**config.mk**
```make
export PLATFORM = sky130hd
export DESIGN_NAME = fpci_bridge_flat
export DESIGN_NICKNAME = d
export VERILOG_FILES = /design/src/rtl/fpci_pkg.sv /design/src/rtl/fpci_if.sv /design/src/rtl/fpci_bridge.sv /design/src/rtl/fixed_prio_arb.sv /design/src/flat_wrapper.sv
export SDC_FILE = /design/constraint.sdc
export NUM_CORES = 2
export LEC_CHECK = 0
export BUFFER_PORTS_ARGS = -buffer_cell sky130_fd_sc_hd__buf_2
export CORE_ASPECT_RATIO = 1.1
export CORE_MARGIN = 3
export CORE_UTILIZATION = 55
export CTS_CLUSTER_DIAMETER = 100
export DETAILED_ROUTE_END_ITERATION = 10
export PLACE_DENSITY = 0.77
export SLEW_MARGIN = 20
export SYNTH_ARGS = -nofsm -noshare
export SYNTH_HDL_FRONTEND = slang
export SYNTH_SLANG_ARGS = --single-unit
```
**constraint.sdc**
```tcl
create_clock -name i_sys_clk -period 9.1 [get_ports i_sys_clk]
set_input_delay 0.91 -clock i_sys_clk [delete_from_list [all_inputs] [get_ports i_sys_clk]]
set_output_delay 0.91 -clock i_sys_clk [all_outputs]
set_load 0.005 [all_outputs]
```
**src/rtl/fpci_pkg.sv**
```systemverilog
/*
 * Shared constants for the fast-bus bridge and its host end.
 * Assumes both ends are compiled after this package.
 */
`default_nettype none
package fpci_pkg;
	localparam int N_REQ = 8;
	localparam logic [3:0] CMD_IORD = 4'h2;
	localparam logic [3:0] CMD_IOWR = 4'h3;
	localparam logic [3:0] CMD_MRD = 4'h6;
	localparam logic [3:0] CMD_MWR = 4'h7;
	localparam logic [3:0] CMD_CRD = 4'hA;
	localparam logic [3:0] CMD_CWR = 4'hB;
	localparam logic [1:0] CFG_TYPE0 = 2'h0;
	localparam logic [1:0] CFG_TYPE1 = 2'h1;
	localparam int BUS_LSB = 16;
	localparam int DEV_LSB = 11;
	localparam int IDX_LSB = 2;
	localparam logic [1:0] CFG_MEMWIN = 2'h0;
	localparam logic [1:0] CFG_IOWIN = 2'h1;
	localparam logic [1:0] CFG_CTRL = 2'h2;
	localparam logic [1:0] CFG_STAT = 2'h3;
	localparam int CTRL_SUB_EN = 0;
	localparam logic [31:0] CTRL_RST = 32'h0000_0001;
	localparam int STAT_TPERR = 0;
	localparam int STAT_MPERR = 1;
	localparam logic [3:0] SUB_WAIT = 4'h2;
	localparam logic [3:0] ABORT_CYC = 4'h6;
	localparam logic [3:0] RETRY_GAP = 4'h2;
	localparam logic [N_REQ-1:0] EXT_MASK = 8'h60;
	localparam logic [N_REQ-1:0] LEG_MASK = 8'h80;

	function automatic logic par(input logic [31:0] d, input logic [3:0] c);
		return ^{d, c};
	endfunction : par

	function automatic logic is_mem(input logic [3:0] c);
		return (c == CMD_MRD) || (c == CMD_MWR);
	endfunction : is_mem
endpackage : fpci_pkg
`default_nettype wire

```
**src/rtl/fpci_if.sv**
```systemverilog
/*
 * Wires between the host end and the bridge end of the fast bus.
 * Assumes one clock shared by both ends; the bench joins them.
 */
`default_nettype none
interface fpci_if;
	logic t_frame;
	logic [3:0] t_cmd;
	logic [31:0] t_addr;
	logic [31:0] t_wdata;
	logic t_apar;
	logic t_dpar;
	logic t_devsel;
	logic t_trdy;
	logic t_stop;
	logic [31:0] t_rdata;
	logic t_rpar;
	logic m_req;
	logic m_gnt;
	logic m_frame;
	logic [3:0] m_cmd;
	logic [31:0] m_addr;
	logic [31:0] m_wdata;
	logic m_apar;
	logic m_dpar;
	logic m_trdy;
	logic [31:0] m_rdata;
	logic m_rpar;

	modport bridge (
		input t_frame, t_cmd, t_addr, t_wdata, t_apar, t_dpar,
		output t_devsel, t_trdy, t_stop, t_rdata, t_rpar,
		output m_req, m_frame, m_cmd, m_addr, m_wdata, m_apar, m_dpar,
		input m_gnt, m_trdy, m_rdata, m_rpar
	);
	modport host (
		output t_frame, t_cmd, t_addr, t_wdata, t_apar, t_dpar,
		input t_devsel, t_trdy, t_stop, t_rdata, t_rpar,
		input m_req, m_frame, m_cmd, m_addr, m_wdata, m_apar, m_dpar,
		output m_gnt, m_trdy, m_rdata, m_rpar
	);
endinterface : fpci_if
`default_nettype wire

```
**src/rtl/fpci_bridge.sv**
```systemverilog
/*
 * Bridge end of the fast bus: target for host cycles, master for the
 * internal and external requesters, posting queue and delayed reads.
 * Assumes the host end arbitrates the fast bus and that the local
 * port returns read data one cycle after o_loc_req.
 */
// Behaviour
// - Answer host cycles as a bus target.
// - Master DMA cycles only on an idle bus.
// - Act as initiator for internal requesters.
// - Positive window decode, optional subtractive claim.
// - Drive parity out, check parity in.
// - Config space reached by type 1 cycles.
// - Claim fast or with subtractive delay.
// - Post memory writes, finish them later.
// - Retry non-local cycles as delayed transactions.
// - Host cycles carry one data phase.
// - Accept type 0 and type 1 configuration.
// - Forward external memory cycles to system memory.
// - Disconnect external bursts at cache line ends.
// - Refuse external I/O and config cycles.
// - Legacy masters forward memory cycles only.
// - Serve at most two external masters.
// - Fixed priority over eight requesters.
// - Bus grant comes from the host end.
`default_nettype none
module fpci_bridge #(
	parameter logic [31:0] WIN_MASK = 32'hFFFF_0000,
	parameter logic [31:0] SYSMEM_TOP = 32'h1000_0000,
	parameter logic [4:0] DEV_NUM = 5'h01,
	parameter int LINE_BYTES = 32,
	parameter int POST_DEPTH = 4
) (
	input wire logic i_sys_clk,
	input wire logic i_sys_rst,
	fpci_if.bridge bus,
	input wire logic i_other_claim,
	output logic o_loc_req,
	output logic o_loc_wr,
	output logic [31:0] o_loc_addr,
	output logic [31:0] o_loc_wdata,
	input wire logic [31:0] i_loc_rdata,
	output logic o_dn_req,
	output logic [3:0] o_dn_cmd,
	output logic [31:0] o_dn_addr,
	output logic [31:0] o_dn_wdata,
	input wire logic i_dn_done,
	input wire logic [31:0] i_dn_rdata,
	input wire logic [fpci_pkg::N_REQ-1:0] i_mreq,
	output logic [fpci_pkg::N_REQ-1:0] o_mgnt,
	input wire logic i_mvalid,
	input wire logic [3:0] i_mcmd,
	input wire logic [31:0] i_maddr,
	input wire logic [31:0] i_mwdata,
	input wire logic i_mlast,
	output logic o_mack,
	output logic o_mdisc,
	output logic o_mrej,
	output logic [31:0] o_mrdata
);
	localparam int N = fpci_pkg::N_REQ;
	localparam int PW = (POST_DEPTH > 1) ? $clog2(POST_DEPTH) : 1;
	localparam int LW = $clog2(LINE_BYTES);
	localparam logic [PW:0] PFULL = (PW+1)'(POST_DEPTH);

	typedef enum logic [1:0] {T_IDLE, T_SUB, T_LOC, T_END} tst_e;
	typedef enum logic [1:0] {M_IDLE, M_BEAT, M_REQ, M_BUS} mst_e;
	typedef struct packed {
		logic loc;
		logic [31:0] a;
		logic [31:0] d;
	} post_s;
	typedef struct packed {
		tst_e t_st;
		logic [3:0] cnt;
		logic devsel;
		logic trdy;
		logic stop;
		logic rpar;
		logic [31:0] rdata;
		logic [3:0] cmd;
		logic [31:0] addr;
		logic [31:0] wdata;
		logic [3:0][31:0] cfg;
		post_s [POST_DEPTH-1:0] pq;
		logic [PW-1:0] wp;
		logic [PW-1:0] rp;
		logic [PW:0] pcnt;
		logic dly_busy;
		logic dly_done;
		logic [3:0] dly_cmd;
		logic [31:0] dly_addr;
		logic [31:0] dly_wdata;
		logic [31:0] dly_rdata;
		logic dn_req;
		logic dn_dly;
		logic [3:0] dn_cmd;
		logic [31:0] dn_addr;
		logic [31:0] dn_wdata;
		logic loc_req;
		logic loc_wr;
		logic [31:0] loc_addr;
		logic [31:0] loc_wdata;
		mst_e m_st;
		logic [N-1:0] gnt;
		logic m_req;
		logic m_frame;
		logic m_apar;
		logic m_dpar;
		logic mlast;
		logic mack;
		logic mdisc;
		logic mrej;
		logic [3:0] m_cmd;
		logic [31:0] m_addr;
		logic [31:0] m_wdata;
		logic [31:0] mrdata;
	} st_s;

	st_s s_ff;
	st_s nxt_s;
	logic [N-1:0] win;
	logic [3:0] c_cmd;
	logic [31:0] c_addr;
	logic [31:0] c_wdata;
	logic c_wr;
	logic c_mem;
	logic c_io;
	logic c_cfg;
	logic own;
	logic hit;
	logic act;
	logic push;
	logic pop;
	logic bad;
	logic [1:0] idx;
	logic [31:0] set_st;
	logic [31:0] clr_st;

	fixed_prio_arb #(.N(N)) u_arb (
		.i_req(i_mreq),
		.o_gnt(win)
	);

	always_comb
	begin
		nxt_s = s_ff;
		c_cmd = (s_ff.t_st == T_IDLE) ? bus.t_cmd : s_ff.cmd;
		c_addr = (s_ff.t_st == T_IDLE) ? bus.t_addr : s_ff.addr;
		c_wdata = (s_ff.t_st == T_IDLE) ? bus.t_wdata : s_ff.wdata;
		c_wr = c_cmd[0];
		c_mem = fpci_pkg::is_mem(c_cmd);
		c_io = (c_cmd == fpci_pkg::CMD_IORD) || (c_cmd == fpci_pkg::CMD_IOWR);
		c_cfg = (c_cmd == fpci_pkg::CMD_CRD) || (c_cmd == fpci_pkg::CMD_CWR);
		own = c_cfg && ((c_addr[1:0] == fpci_pkg::CFG_TYPE0) ||
			(c_addr[1:0] == fpci_pkg::CFG_TYPE1 &&
			c_addr[fpci_pkg::BUS_LSB +: 8] == 8'h00 &&
			c_addr[fpci_pkg::DEV_LSB +: 5] == DEV_NUM));
		hit = (s_ff.t_st == T_IDLE) && ((c_mem && (c_addr & WIN_MASK) ==
			(s_ff.cfg[fpci_pkg::CFG_MEMWIN] & WIN_MASK)) ||
			(c_io && (c_addr & WIN_MASK) ==
			(s_ff.cfg[fpci_pkg::CFG_IOWIN] & WIN_MASK)) || own);
		idx = c_addr[fpci_pkg::IDX_LSB +: 2];
		act = 1'b0;
		push = 1'b0;
		pop = 1'b0;
		set_st = 32'h0000_0000;
		clr_st = 32'h0000_0000;
		nxt_s.devsel = 1'b0;
		nxt_s.trdy = 1'b0;
		nxt_s.stop = 1'b0;
		nxt_s.loc_req = 1'b0;
		nxt_s.mack = 1'b0;
		nxt_s.mdisc = 1'b0;
		nxt_s.mrej = 1'b0;
		case (s_ff.t_st)
			T_IDLE:
				if (bus.t_frame)
				begin
					nxt_s.cmd = bus.t_cmd;
					nxt_s.addr = bus.t_addr;
					nxt_s.wdata = bus.t_wdata;
					if (bus.t_apar != fpci_pkg::par(bus.t_addr, bus.t_cmd) ||
						(c_wr && bus.t_dpar != fpci_pkg::par(bus.t_wdata, 4'h0)))
						set_st[fpci_pkg::STAT_TPERR] = 1'b1;
					if (hit)
						act = 1'b1;
					else if (s_ff.cfg[fpci_pkg::CFG_CTRL][fpci_pkg::CTRL_SUB_EN] &&
						!i_other_claim)
					begin
						nxt_s.t_st = T_SUB;
						nxt_s.cnt = fpci_pkg::SUB_WAIT;
					end
					else
						nxt_s.t_st = T_END;
				end
			T_SUB:
				if (i_other_claim)
					nxt_s.t_st = T_END;
				else if (s_ff.cnt == 4'h0)
					act = 1'b1;
				else
					nxt_s.cnt = s_ff.cnt - 4'h1;
			T_LOC:
				if (!s_ff.loc_req)
				begin
				nxt_s.devsel = 1'b1;
				nxt_s.trdy = 1'b1;
				nxt_s.rdata = i_loc_rdata;
				nxt_s.rpar = fpci_pkg::par(i_loc_rdata, 4'h0);
				nxt_s.t_st = T_END;
			end
			T_END:
				if (!bus.t_frame)
					nxt_s.t_st = T_IDLE;
			default:
				nxt_s.t_st = T_IDLE;
		endcase
		if (act)
		begin
			nxt_s.t_st = T_END;
			nxt_s.devsel = 1'b1;
			if (c_mem && c_wr)
			begin
				push = (s_ff.pcnt != PFULL);
				nxt_s.trdy = push;
				nxt_s.stop = !push;
			end
			else if (own)
			begin
				nxt_s.trdy = 1'b1;
				nxt_s.rdata = s_ff.cfg[idx];
				nxt_s.rpar = fpci_pkg::par(s_ff.cfg[idx], 4'h0);
				if (c_wr && idx == fpci_pkg::CFG_STAT)
					clr_st = c_wdata;
				else if (c_wr)
					nxt_s.cfg[idx] = c_wdata;
			end
			else if (hit && s_ff.pcnt == '0)
			begin
				nxt_s.devsel = 1'b0;
				nxt_s.loc_req = 1'b1;
				nxt_s.loc_wr = c_wr;
				nxt_s.loc_addr = c_addr;
				nxt_s.loc_wdata = c_wdata;
				nxt_s.t_st = T_LOC;
			end
			else if (!hit && s_ff.dly_done && s_ff.dly_cmd == c_cmd &&
				s_ff.dly_addr == c_addr)
			begin
				nxt_s.trdy = 1'b1;
				nxt_s.rdata = s_ff.dly_rdata;
				nxt_s.rpar = fpci_pkg::par(s_ff.dly_rdata, 4'h0);
				nxt_s.dly_done = 1'b0;
			end
			else
			begin
				nxt_s.stop = 1'b1;
				if (!hit && !s_ff.dly_busy && !s_ff.dly_done &&
					s_ff.pcnt == '0)
				begin
					nxt_s.dly_busy = 1'b1;
					nxt_s.dly_cmd = c_cmd;
					nxt_s.dly_addr = c_addr;
					nxt_s.dly_wdata = c_wdata;
				end
			end
		end
		if (push)
		begin
			nxt_s.pq[s_ff.wp] = '{loc: hit, a: c_addr, d: c_wdata};
			nxt_s.wp = s_ff.wp + 1'b1;
		end
		if (s_ff.dn_req && i_dn_done)
		begin
			nxt_s.dn_req = 1'b0;
			if (s_ff.dn_dly)
			begin
				nxt_s.dly_busy = 1'b0;
				nxt_s.dly_done = 1'b1;
				nxt_s.dly_rdata = i_dn_rdata;
			end
			else
				pop = 1'b1;
		end
		else if (s_ff.pcnt != '0 && s_ff.pq[s_ff.rp].loc)
		begin
			if (s_ff.t_st == T_IDLE && !bus.t_frame)
			begin
				pop = 1'b1;
				nxt_s.loc_req = 1'b1;
				nxt_s.loc_wr = 1'b1;
				nxt_s.loc_addr = s_ff.pq[s_ff.rp].a;
				nxt_s.loc_wdata = s_ff.pq[s_ff.rp].d;
			end
		end
		else if (!s_ff.dn_req && (s_ff.pcnt != '0 || s_ff.dly_busy))
		begin
			nxt_s.dn_req = 1'b1;
			nxt_s.dn_dly = (s_ff.pcnt == '0);
			nxt_s.dn_cmd = (s_ff.pcnt == '0) ? s_ff.dly_cmd :
				fpci_pkg::CMD_MWR;
			nxt_s.dn_addr = (s_ff.pcnt == '0) ? s_ff.dly_addr :
				s_ff.pq[s_ff.rp].a;
			nxt_s.dn_wdata = (s_ff.pcnt == '0) ? s_ff.dly_wdata :
				s_ff.pq[s_ff.rp].d;
		end
		if (pop)
			nxt_s.rp = s_ff.rp + 1'b1;
		nxt_s.pcnt = s_ff.pcnt + (PW+1)'(push) - (PW+1)'(pop);
		bad = (((s_ff.gnt & fpci_pkg::EXT_MASK) != '0) &&
			!(fpci_pkg::is_mem(i_mcmd) && i_maddr < SYSMEM_TOP)) ||
			(((s_ff.gnt & fpci_pkg::LEG_MASK) != '0) &&
			!fpci_pkg::is_mem(i_mcmd));
		case (s_ff.m_st)
			M_IDLE:
				if (i_mreq != '0)
				begin
					nxt_s.gnt = win;
					nxt_s.m_st = M_BEAT;
				end
			M_BEAT:
				if (s_ff.mack)
					nxt_s.m_st = M_BEAT;
				else if (i_mvalid && bad)
				begin
					nxt_s.mrej = 1'b1;
					nxt_s.gnt = '0;
					nxt_s.m_st = M_IDLE;
				end
				else if (i_mvalid)
				begin
					nxt_s.m_cmd = i_mcmd;
					nxt_s.m_addr = i_maddr;
					nxt_s.m_wdata = i_mwdata;
					nxt_s.mlast = i_mlast;
					nxt_s.m_apar = fpci_pkg::par(i_maddr, i_mcmd);
					nxt_s.m_dpar = fpci_pkg::par(i_mwdata, 4'h0);
					nxt_s.m_req = 1'b1;
					nxt_s.m_st = M_REQ;
				end
				else if ((i_mreq & s_ff.gnt) == '0)
				begin
					nxt_s.gnt = '0;
					nxt_s.m_st = M_IDLE;
				end
			M_REQ:
				if (bus.m_gnt && s_ff.t_st == T_IDLE && !bus.t_frame)
				begin
					nxt_s.m_frame = 1'b1;
					nxt_s.m_st = M_BUS;
				end
			M_BUS:
				if (bus.m_trdy)
				begin
					nxt_s.m_frame = 1'b0;
					nxt_s.m_req = 1'b0;
					nxt_s.mack = 1'b1;
					nxt_s.mrdata = bus.m_rdata;
					if (!s_ff.m_cmd[0] &&
						bus.m_rpar != fpci_pkg::par(bus.m_rdata, 4'h0))
						set_st[fpci_pkg::STAT_MPERR] = 1'b1;
					nxt_s.m_st = M_BEAT;
					if (s_ff.mlast || (&s_ff.m_addr[LW-1:2]))
					begin
						nxt_s.mdisc = !s_ff.mlast;
						nxt_s.gnt = '0;
						nxt_s.m_st = M_IDLE;
					end
				end
			default:
				nxt_s.m_st = M_IDLE;
		endcase
		nxt_s.cfg[fpci_pkg::CFG_STAT] =
			(s_ff.cfg[fpci_pkg::CFG_STAT] & ~clr_st) | set_st;
	end

	always_ff @(posedge i_sys_clk)
	begin
		if (i_sys_rst)
		begin
			s_ff <= '0;
			s_ff.cfg[fpci_pkg::CFG_CTRL] <= fpci_pkg::CTRL_RST;
		end
		else
			s_ff <= nxt_s;
	end

	assign bus.t_devsel = s_ff.devsel;
	assign bus.t_trdy = s_ff.trdy;
	assign bus.t_stop = s_ff.stop;
	assign bus.t_rdata = s_ff.rdata;
	assign bus.t_rpar = s_ff.rpar;
	assign bus.m_req = s_ff.m_req;
	assign bus.m_frame = s_ff.m_frame;
	assign bus.m_cmd = s_ff.m_cmd;
	assign bus.m_addr = s_ff.m_addr;
	assign bus.m_wdata = s_ff.m_wdata;
	assign bus.m_apar = s_ff.m_apar;
	assign bus.m_dpar = s_ff.m_dpar;
	assign o_loc_req = s_ff.loc_req;
	assign o_loc_wr = s_ff.loc_wr;
	assign o_loc_addr = s_ff.loc_addr;
	assign o_loc_wdata = s_ff.loc_wdata;
	assign o_dn_req = s_ff.dn_req;
	assign o_dn_cmd = s_ff.dn_cmd;
	assign o_dn_addr = s_ff.dn_addr;
	assign o_dn_wdata = s_ff.dn_wdata;
	assign o_mgnt = s_ff.gnt;
	assign o_mack = s_ff.mack;
	assign o_mdisc = s_ff.mdisc;
	assign o_mrej = s_ff.mrej;
	assign o_mrdata = s_ff.mrdata;
endmodule : fpci_bridge
`default_nettype wire

```
**src/rtl/fixed_prio_arb.sv**
```systemverilog
/*
 * Fixed-priority picker: bit 0 is the highest priority request.
 * Assumes the caller registers the one-hot result.
 */
`default_nettype none
module fixed_prio_arb #(
	parameter int N = 8
) (
	input wire logic [N-1:0] i_req,
	output logic [N-1:0] o_gnt
);
	logic [N:0] higher;

	assign higher[0] = 1'b0;
	for (genvar i = 0; i < N; i++)
	begin : g_bit
		assign o_gnt[i] = i_req[i] & ~higher[i];
		assign higher[i+1] = higher[i] | i_req[i];
	end
endmodule : fixed_prio_arb
`default_nettype wire

```
**src/flat_wrapper.sv**
```systemverilog
// flat-port wrapper written by rule: the top's interface ports become plain ports
module fpci_bridge_flat 
#(
	parameter logic [31:0] WIN_MASK = 32'hFFFF_0000,
	parameter logic [31:0] SYSMEM_TOP = 32'h1000_0000,
	parameter logic [4:0] DEV_NUM = 5'h01,
	parameter int LINE_BYTES = 32,
	parameter int POST_DEPTH = 4
)
  (i_sys_clk, i_sys_rst, i_other_claim, o_loc_req, o_loc_wr, o_loc_addr, o_loc_wdata, i_loc_rdata, o_dn_req, o_dn_cmd, o_dn_addr, o_dn_wdata, i_dn_done, i_dn_rdata, i_mreq, o_mgnt, i_mvalid, i_mcmd, i_maddr, i_mwdata, i_mlast, o_mack, o_mdisc, o_mrej, o_mrdata, bus_t_frame, bus_t_cmd, bus_t_addr, bus_t_wdata, bus_t_apar, bus_t_dpar, bus_t_devsel, bus_t_trdy, bus_t_stop, bus_t_rdata, bus_t_rpar, bus_m_req, bus_m_frame, bus_m_cmd, bus_m_addr, bus_m_wdata, bus_m_apar, bus_m_dpar, bus_m_gnt, bus_m_trdy, bus_m_rdata, bus_m_rpar);
  fpci_if bus_i ();
  input wire logic i_sys_clk;
  input wire logic i_sys_rst;
  input wire logic i_other_claim;
  output logic o_loc_req;
  output logic o_loc_wr;
  output logic [31:0] o_loc_addr;
  output logic [31:0] o_loc_wdata;
  input wire logic [31:0] i_loc_rdata;
  output logic o_dn_req;
  output logic [3:0] o_dn_cmd;
  output logic [31:0] o_dn_addr;
  output logic [31:0] o_dn_wdata;
  input wire logic i_dn_done;
  input wire logic [31:0] i_dn_rdata;
  input wire logic [fpci_pkg::N_REQ-1:0] i_mreq;
  output logic [fpci_pkg::N_REQ-1:0] o_mgnt;
  input wire logic i_mvalid;
  input wire logic [3:0] i_mcmd;
  input wire logic [31:0] i_maddr;
  input wire logic [31:0] i_mwdata;
  input wire logic i_mlast;
  output logic o_mack;
  output logic o_mdisc;
  output logic o_mrej;
  output logic [31:0] o_mrdata;
  input wire logic [$bits(bus_i.t_frame)-1:0] bus_t_frame;
  input wire logic [$bits(bus_i.t_cmd)-1:0] bus_t_cmd;
  input wire logic [$bits(bus_i.t_addr)-1:0] bus_t_addr;
  input wire logic [$bits(bus_i.t_wdata)-1:0] bus_t_wdata;
  input wire logic [$bits(bus_i.t_apar)-1:0] bus_t_apar;
  input wire logic [$bits(bus_i.t_dpar)-1:0] bus_t_dpar;
  output wire logic [$bits(bus_i.t_devsel)-1:0] bus_t_devsel;
  output wire logic [$bits(bus_i.t_trdy)-1:0] bus_t_trdy;
  output wire logic [$bits(bus_i.t_stop)-1:0] bus_t_stop;
  output wire logic [$bits(bus_i.t_rdata)-1:0] bus_t_rdata;
  output wire logic [$bits(bus_i.t_rpar)-1:0] bus_t_rpar;
  output wire logic [$bits(bus_i.m_req)-1:0] bus_m_req;
  output wire logic [$bits(bus_i.m_frame)-1:0] bus_m_frame;
  output wire logic [$bits(bus_i.m_cmd)-1:0] bus_m_cmd;
  output wire logic [$bits(bus_i.m_addr)-1:0] bus_m_addr;
  output wire logic [$bits(bus_i.m_wdata)-1:0] bus_m_wdata;
  output wire logic [$bits(bus_i.m_apar)-1:0] bus_m_apar;
  output wire logic [$bits(bus_i.m_dpar)-1:0] bus_m_dpar;
  input wire logic [$bits(bus_i.m_gnt)-1:0] bus_m_gnt;
  input wire logic [$bits(bus_i.m_trdy)-1:0] bus_m_trdy;
  input wire logic [$bits(bus_i.m_rdata)-1:0] bus_m_rdata;
  input wire logic [$bits(bus_i.m_rpar)-1:0] bus_m_rpar;
  assign bus_i.t_frame = bus_t_frame;
  assign bus_i.t_cmd = bus_t_cmd;
  assign bus_i.t_addr = bus_t_addr;
  assign bus_i.t_wdata = bus_t_wdata;
  assign bus_i.t_apar = bus_t_apar;
  assign bus_i.t_dpar = bus_t_dpar;
  assign bus_t_devsel = bus_i.t_devsel;
  assign bus_t_trdy = bus_i.t_trdy;
  assign bus_t_stop = bus_i.t_stop;
  assign bus_t_rdata = bus_i.t_rdata;
  assign bus_t_rpar = bus_i.t_rpar;
  assign bus_m_req = bus_i.m_req;
  assign bus_m_frame = bus_i.m_frame;
  assign bus_m_cmd = bus_i.m_cmd;
  assign bus_m_addr = bus_i.m_addr;
  assign bus_m_wdata = bus_i.m_wdata;
  assign bus_m_apar = bus_i.m_apar;
  assign bus_m_dpar = bus_i.m_dpar;
  assign bus_i.m_gnt = bus_m_gnt;
  assign bus_i.m_trdy = bus_m_trdy;
  assign bus_i.m_rdata = bus_m_rdata;
  assign bus_i.m_rpar = bus_m_rpar;
  fpci_bridge #(.WIN_MASK(WIN_MASK), .SYSMEM_TOP(SYSMEM_TOP), .DEV_NUM(DEV_NUM), .LINE_BYTES(LINE_BYTES), .POST_DEPTH(POST_DEPTH)) u_core (.i_sys_clk(i_sys_clk), .i_sys_rst(i_sys_rst), .bus(bus_i), .i_other_claim(i_other_claim), .o_loc_req(o_loc_req), .o_loc_wr(o_loc_wr), .o_loc_addr(o_loc_addr), .o_loc_wdata(o_loc_wdata), .i_loc_rdata(i_loc_rdata), .o_dn_req(o_dn_req), .o_dn_cmd(o_dn_cmd), .o_dn_addr(o_dn_addr), .o_dn_wdata(o_dn_wdata), .i_dn_done(i_dn_done), .i_dn_rdata(i_dn_rdata), .i_mreq(i_mreq), .o_mgnt(o_mgnt), .i_mvalid(i_mvalid), .i_mcmd(i_mcmd), .i_maddr(i_maddr), .i_mwdata(i_mwdata), .i_mlast(i_mlast), .o_mack(o_mack), .o_mdisc(o_mdisc), .o_mrej(o_mrej), .o_mrdata(o_mrdata));
endmodule
```
==> impl_metrics.tcl <==
set metrics [dict create \
    num_vias 32545 \
    power.leakage_nw 16.02 \
    ys_types 63 \
    seq_area_frac_synth_pct 43.41 \
    tritoncts "done" \
    grt_start_max_net_pins 231 \
    yosys_warnings 0 \
    drtIter0Drc 3040 \
    ys_ff_latch 861 \
    avgSynthCellArea_um2 8.942 \
    critical_path_class "reg2reg" \
    regToRegSetupSlack_ps 2480 \
    dieArea_mm2 0.07546 \
    syn_area_mm2 0.03971 \
    synth_top_flop_cell "dfxtp_1" \
    vias_per_cell 5.860 \
    grt_pass1_wl_um 180600 \
    synth_top_cell_area_share_pct 43.41 \
    yosys-top-cells-count "dfxtp_1 (861), nand2_1 (636), nor2_1 (572)" \
    start_util_pct 55.96 \
    cts.path.max_buffers 3 \
    holdWs_ps 433.7 \
    fmax_mhz 151.0 \
    clk_latency_ps 660 \
    syn2layout_area_growth_pct 10.01 \
    setup_viol 0 \
    setup_tns_ps 0 \
    status "finished clean" \
    io_pins 538 \
    drcViolationCount 0 \
    r2r_start "u_core.s_ff[860]$_SDFFE_PP0P_" \
    drive_above_1_share_pct 19.03 \
    overflow 0 \
    fin_crit_ps 6621 \
    critPathCapture "u_core.s_ff[411]$_SDFFE_PP0P_" \
    fp.dieH_um 287.8 \
    hold_viol_final 0 \
    ctsResizeCount 0 \
    endpoint_kind "flop" \
    slew_violations 0 \
    num_rows 102 \
    crit_path_start_kind "flop" \
    rr_worst_depth 17 \
    rsz0062_at_grt "false" \
    fin_crit_sh_pct 72.76 \
    hold_buffers 0 \
    wl_per_cell_um 21.56 \
    hpwl_um 80450 \
    wirelength_um 119700 \
    firstDrtPassIters 9 \
    io_buffers 537 \
    multiInputGateArea_mm2 0.01891 \
    synth_edf_count 0 \
    peakVddDrop_mv 0.2639 \
    die_x_um 262.2 \
    fp.coreArea_mm2 0.07096 \
    clk_pin_slew_worst_paths_ps 70 \
    total_power_mw 11.29 \
    synthArstFlopShare_pct 0 \
    antenna_left 0 \
    cts_buffers 87 \
    antenna_found_initial 20 \
    cp.arrival_ps 7150 \
    place.gp.congestion 0.9460 \
    crit_start "u_core.s_ff[860]$_SDFFE_PP0P_" \
    final.fill_count 6029 \
    regArea_mm2 0.01724 \
    post-cts-setup-buffers 0 \
    clkSinkCount 861 \
    yosysMostFrequentCell "dfxtp_1" \
    syn_inst 4441 \
    hold_path_class "reg2reg" \
    power.density_mw_per_mm2 258.5 \
    crit_fanout 86 \
    num-nets-final 4809 \
    yosys.area.top_type "dfxtp_1" \
    grt_usage_pct 30.65 \
    grt_pass1_vias 30453 \
    skew_ps 37.91 \
    cts-root-buf "clkbuf_16" \
    netlist_top_cells_area "dfxtp_1 (43%), a211oi_1 (8.0%), xnor2_1 (6.4%)" \
    tightest_slew_ps 1093 \
    relSlewSlack_pct 25.06 \
    htree_levels 3 \
    r2r-end "u_core.s_ff[411]$_SDFFE_PP0P_" \
    required_ps 9630 \
    syn_nets 4713 \
    cap_viol_max_count 0 \
]
-- cells by family after synthesis --
family | synth area share, %
compound gates | 16.56
xor+xnor | 7.212
fa+ha+maj | 0.6491
buf+inv | 9.229
flops | 43.41
mux | 9.238
simple gates | 13.71
-- final cells by class --
type	count	share of cell area [%]
Multi-Input combinational cell	2941	43.29
Sequential cell	861	39.47
Timing Repair Buffer	620	7.704
Clock buffer	123	5.659
Tap cell	936	2.681
Clock inverter	32	0.8793
Inverter	26	0.2234
Antenna cell	15	0.08592
-- registers in the layout, indices dropped and copies added, names as in the netlist, 4 cells and up, named ones only --
name	cells
u_core.bus.m_addr	32
u_core.bus.m_cmd	4
u_core.bus.m_wdata	32
u_core.bus.t_rdata	32
u_core.o_dn_addr	32
u_core.o_dn_cmd	4
u_core.o_dn_wdata	32
u_core.o_loc_addr	32
u_core.o_loc_wdata	32
u_core.o_mgnt	8
u_core.o_mrdata	32
u_core.s_ff	574
-- worst min-delay path by stage --
stage / start / end / slack, ps / depth (start not counted)
finish: u_core.s_ff[750]$_SDFF_PP0_ / u_core.s_ff[750]$_SDFF_PP0_ / 430 / 2
global route: u_core.bus.m_wdata[7]$_SDFFE_PP0P_ / u_core.bus.m_wdata[7]$_SDFFE_PP0P_ / 460 / 2
CTS: u_core.s_ff[750]$_SDFF_PP0_ / u_core.s_ff[750]$_SDFF_PP0_ / 430 / 2
detailed placement: u_core.s_ff[750]$_SDFF_PP0_ / u_core.s_ff[750]$_SDFF_PP0_ / 420 / 2
global placement: u_core.s_ff[750]$_SDFF_PP0_ / u_core.s_ff[750]$_SDFF_PP0_ / 420 / 2
floorplan: u_core.s_ff[750]$_SDFF_PP0_ / u_core.s_ff[750]$_SDFF_PP0_ / 410 / 2
-- power breakdown --
part	switching (mW)	internal, mW
registers	0.236	4.08
logic	2.16	1.20
clock network	1.55	2.07
total	3.95	7.35
-- placed cells by master (no fill, tap or decap), types with 18 or more instances in the layout --
cell type,netlist,final
a31oi_1,32,32
a211oi_1,423,423
o211ai_1,21,21
buf_4,290,80
nor4_1,20,20
nand2_1,636,635
dfxtp_1,861,859
mux2i_1,189,185
xnor2_1,289,289
o211a_1,30,30
buf_2,85,536
xor2_1,38,38
clkbuf_1,209,20
inv_1,25,25
clkbuf_16,0,87
a21oi_1,288,288
o22ai_1,34,34
nor2b_1,34,34
a311oi_1,65,65
o21ai_0,58,58
ha_1,19,18
mux4_2,65,65
nor2_1,572,570
-- layer usage --
metal,share of wire (%),track usage (%)
met4,4.5,13.69
met3,9.8,7.636
met5,0.044,0
met2,46,48.80
met1,39,39.30
-- worst max-delay path: stages, from the launching register on --
cell,delay (ps)
dfxtp_1,340
inv_1,170
ha_4,580
buf_4,520
buf_4,620
mux2i_2,280
buf_4,250
nand3_1,100
nor4_1,210
o211ai_1,170
buf_4,360
o21ai_1,230
o21ai_1,140
a211oi_2,570
and2_4,900
buf_4,560
nor2_1,100
a211oi_1,280
-- through the flow --
step	setup slack, ps	instance area, um^2	utilization (%)	instances
after floorplan	5439	39710	-	4441
after global placement	2872	40750	57.43	5383
after detailed placement	2630	40750	57.43	5383
after CTS	2567	43610	61.46	5538
after global routing	2029	43670	61.55	5549
final	2479	43690	61.57	5554
Power figures use the tool's default switching activity.
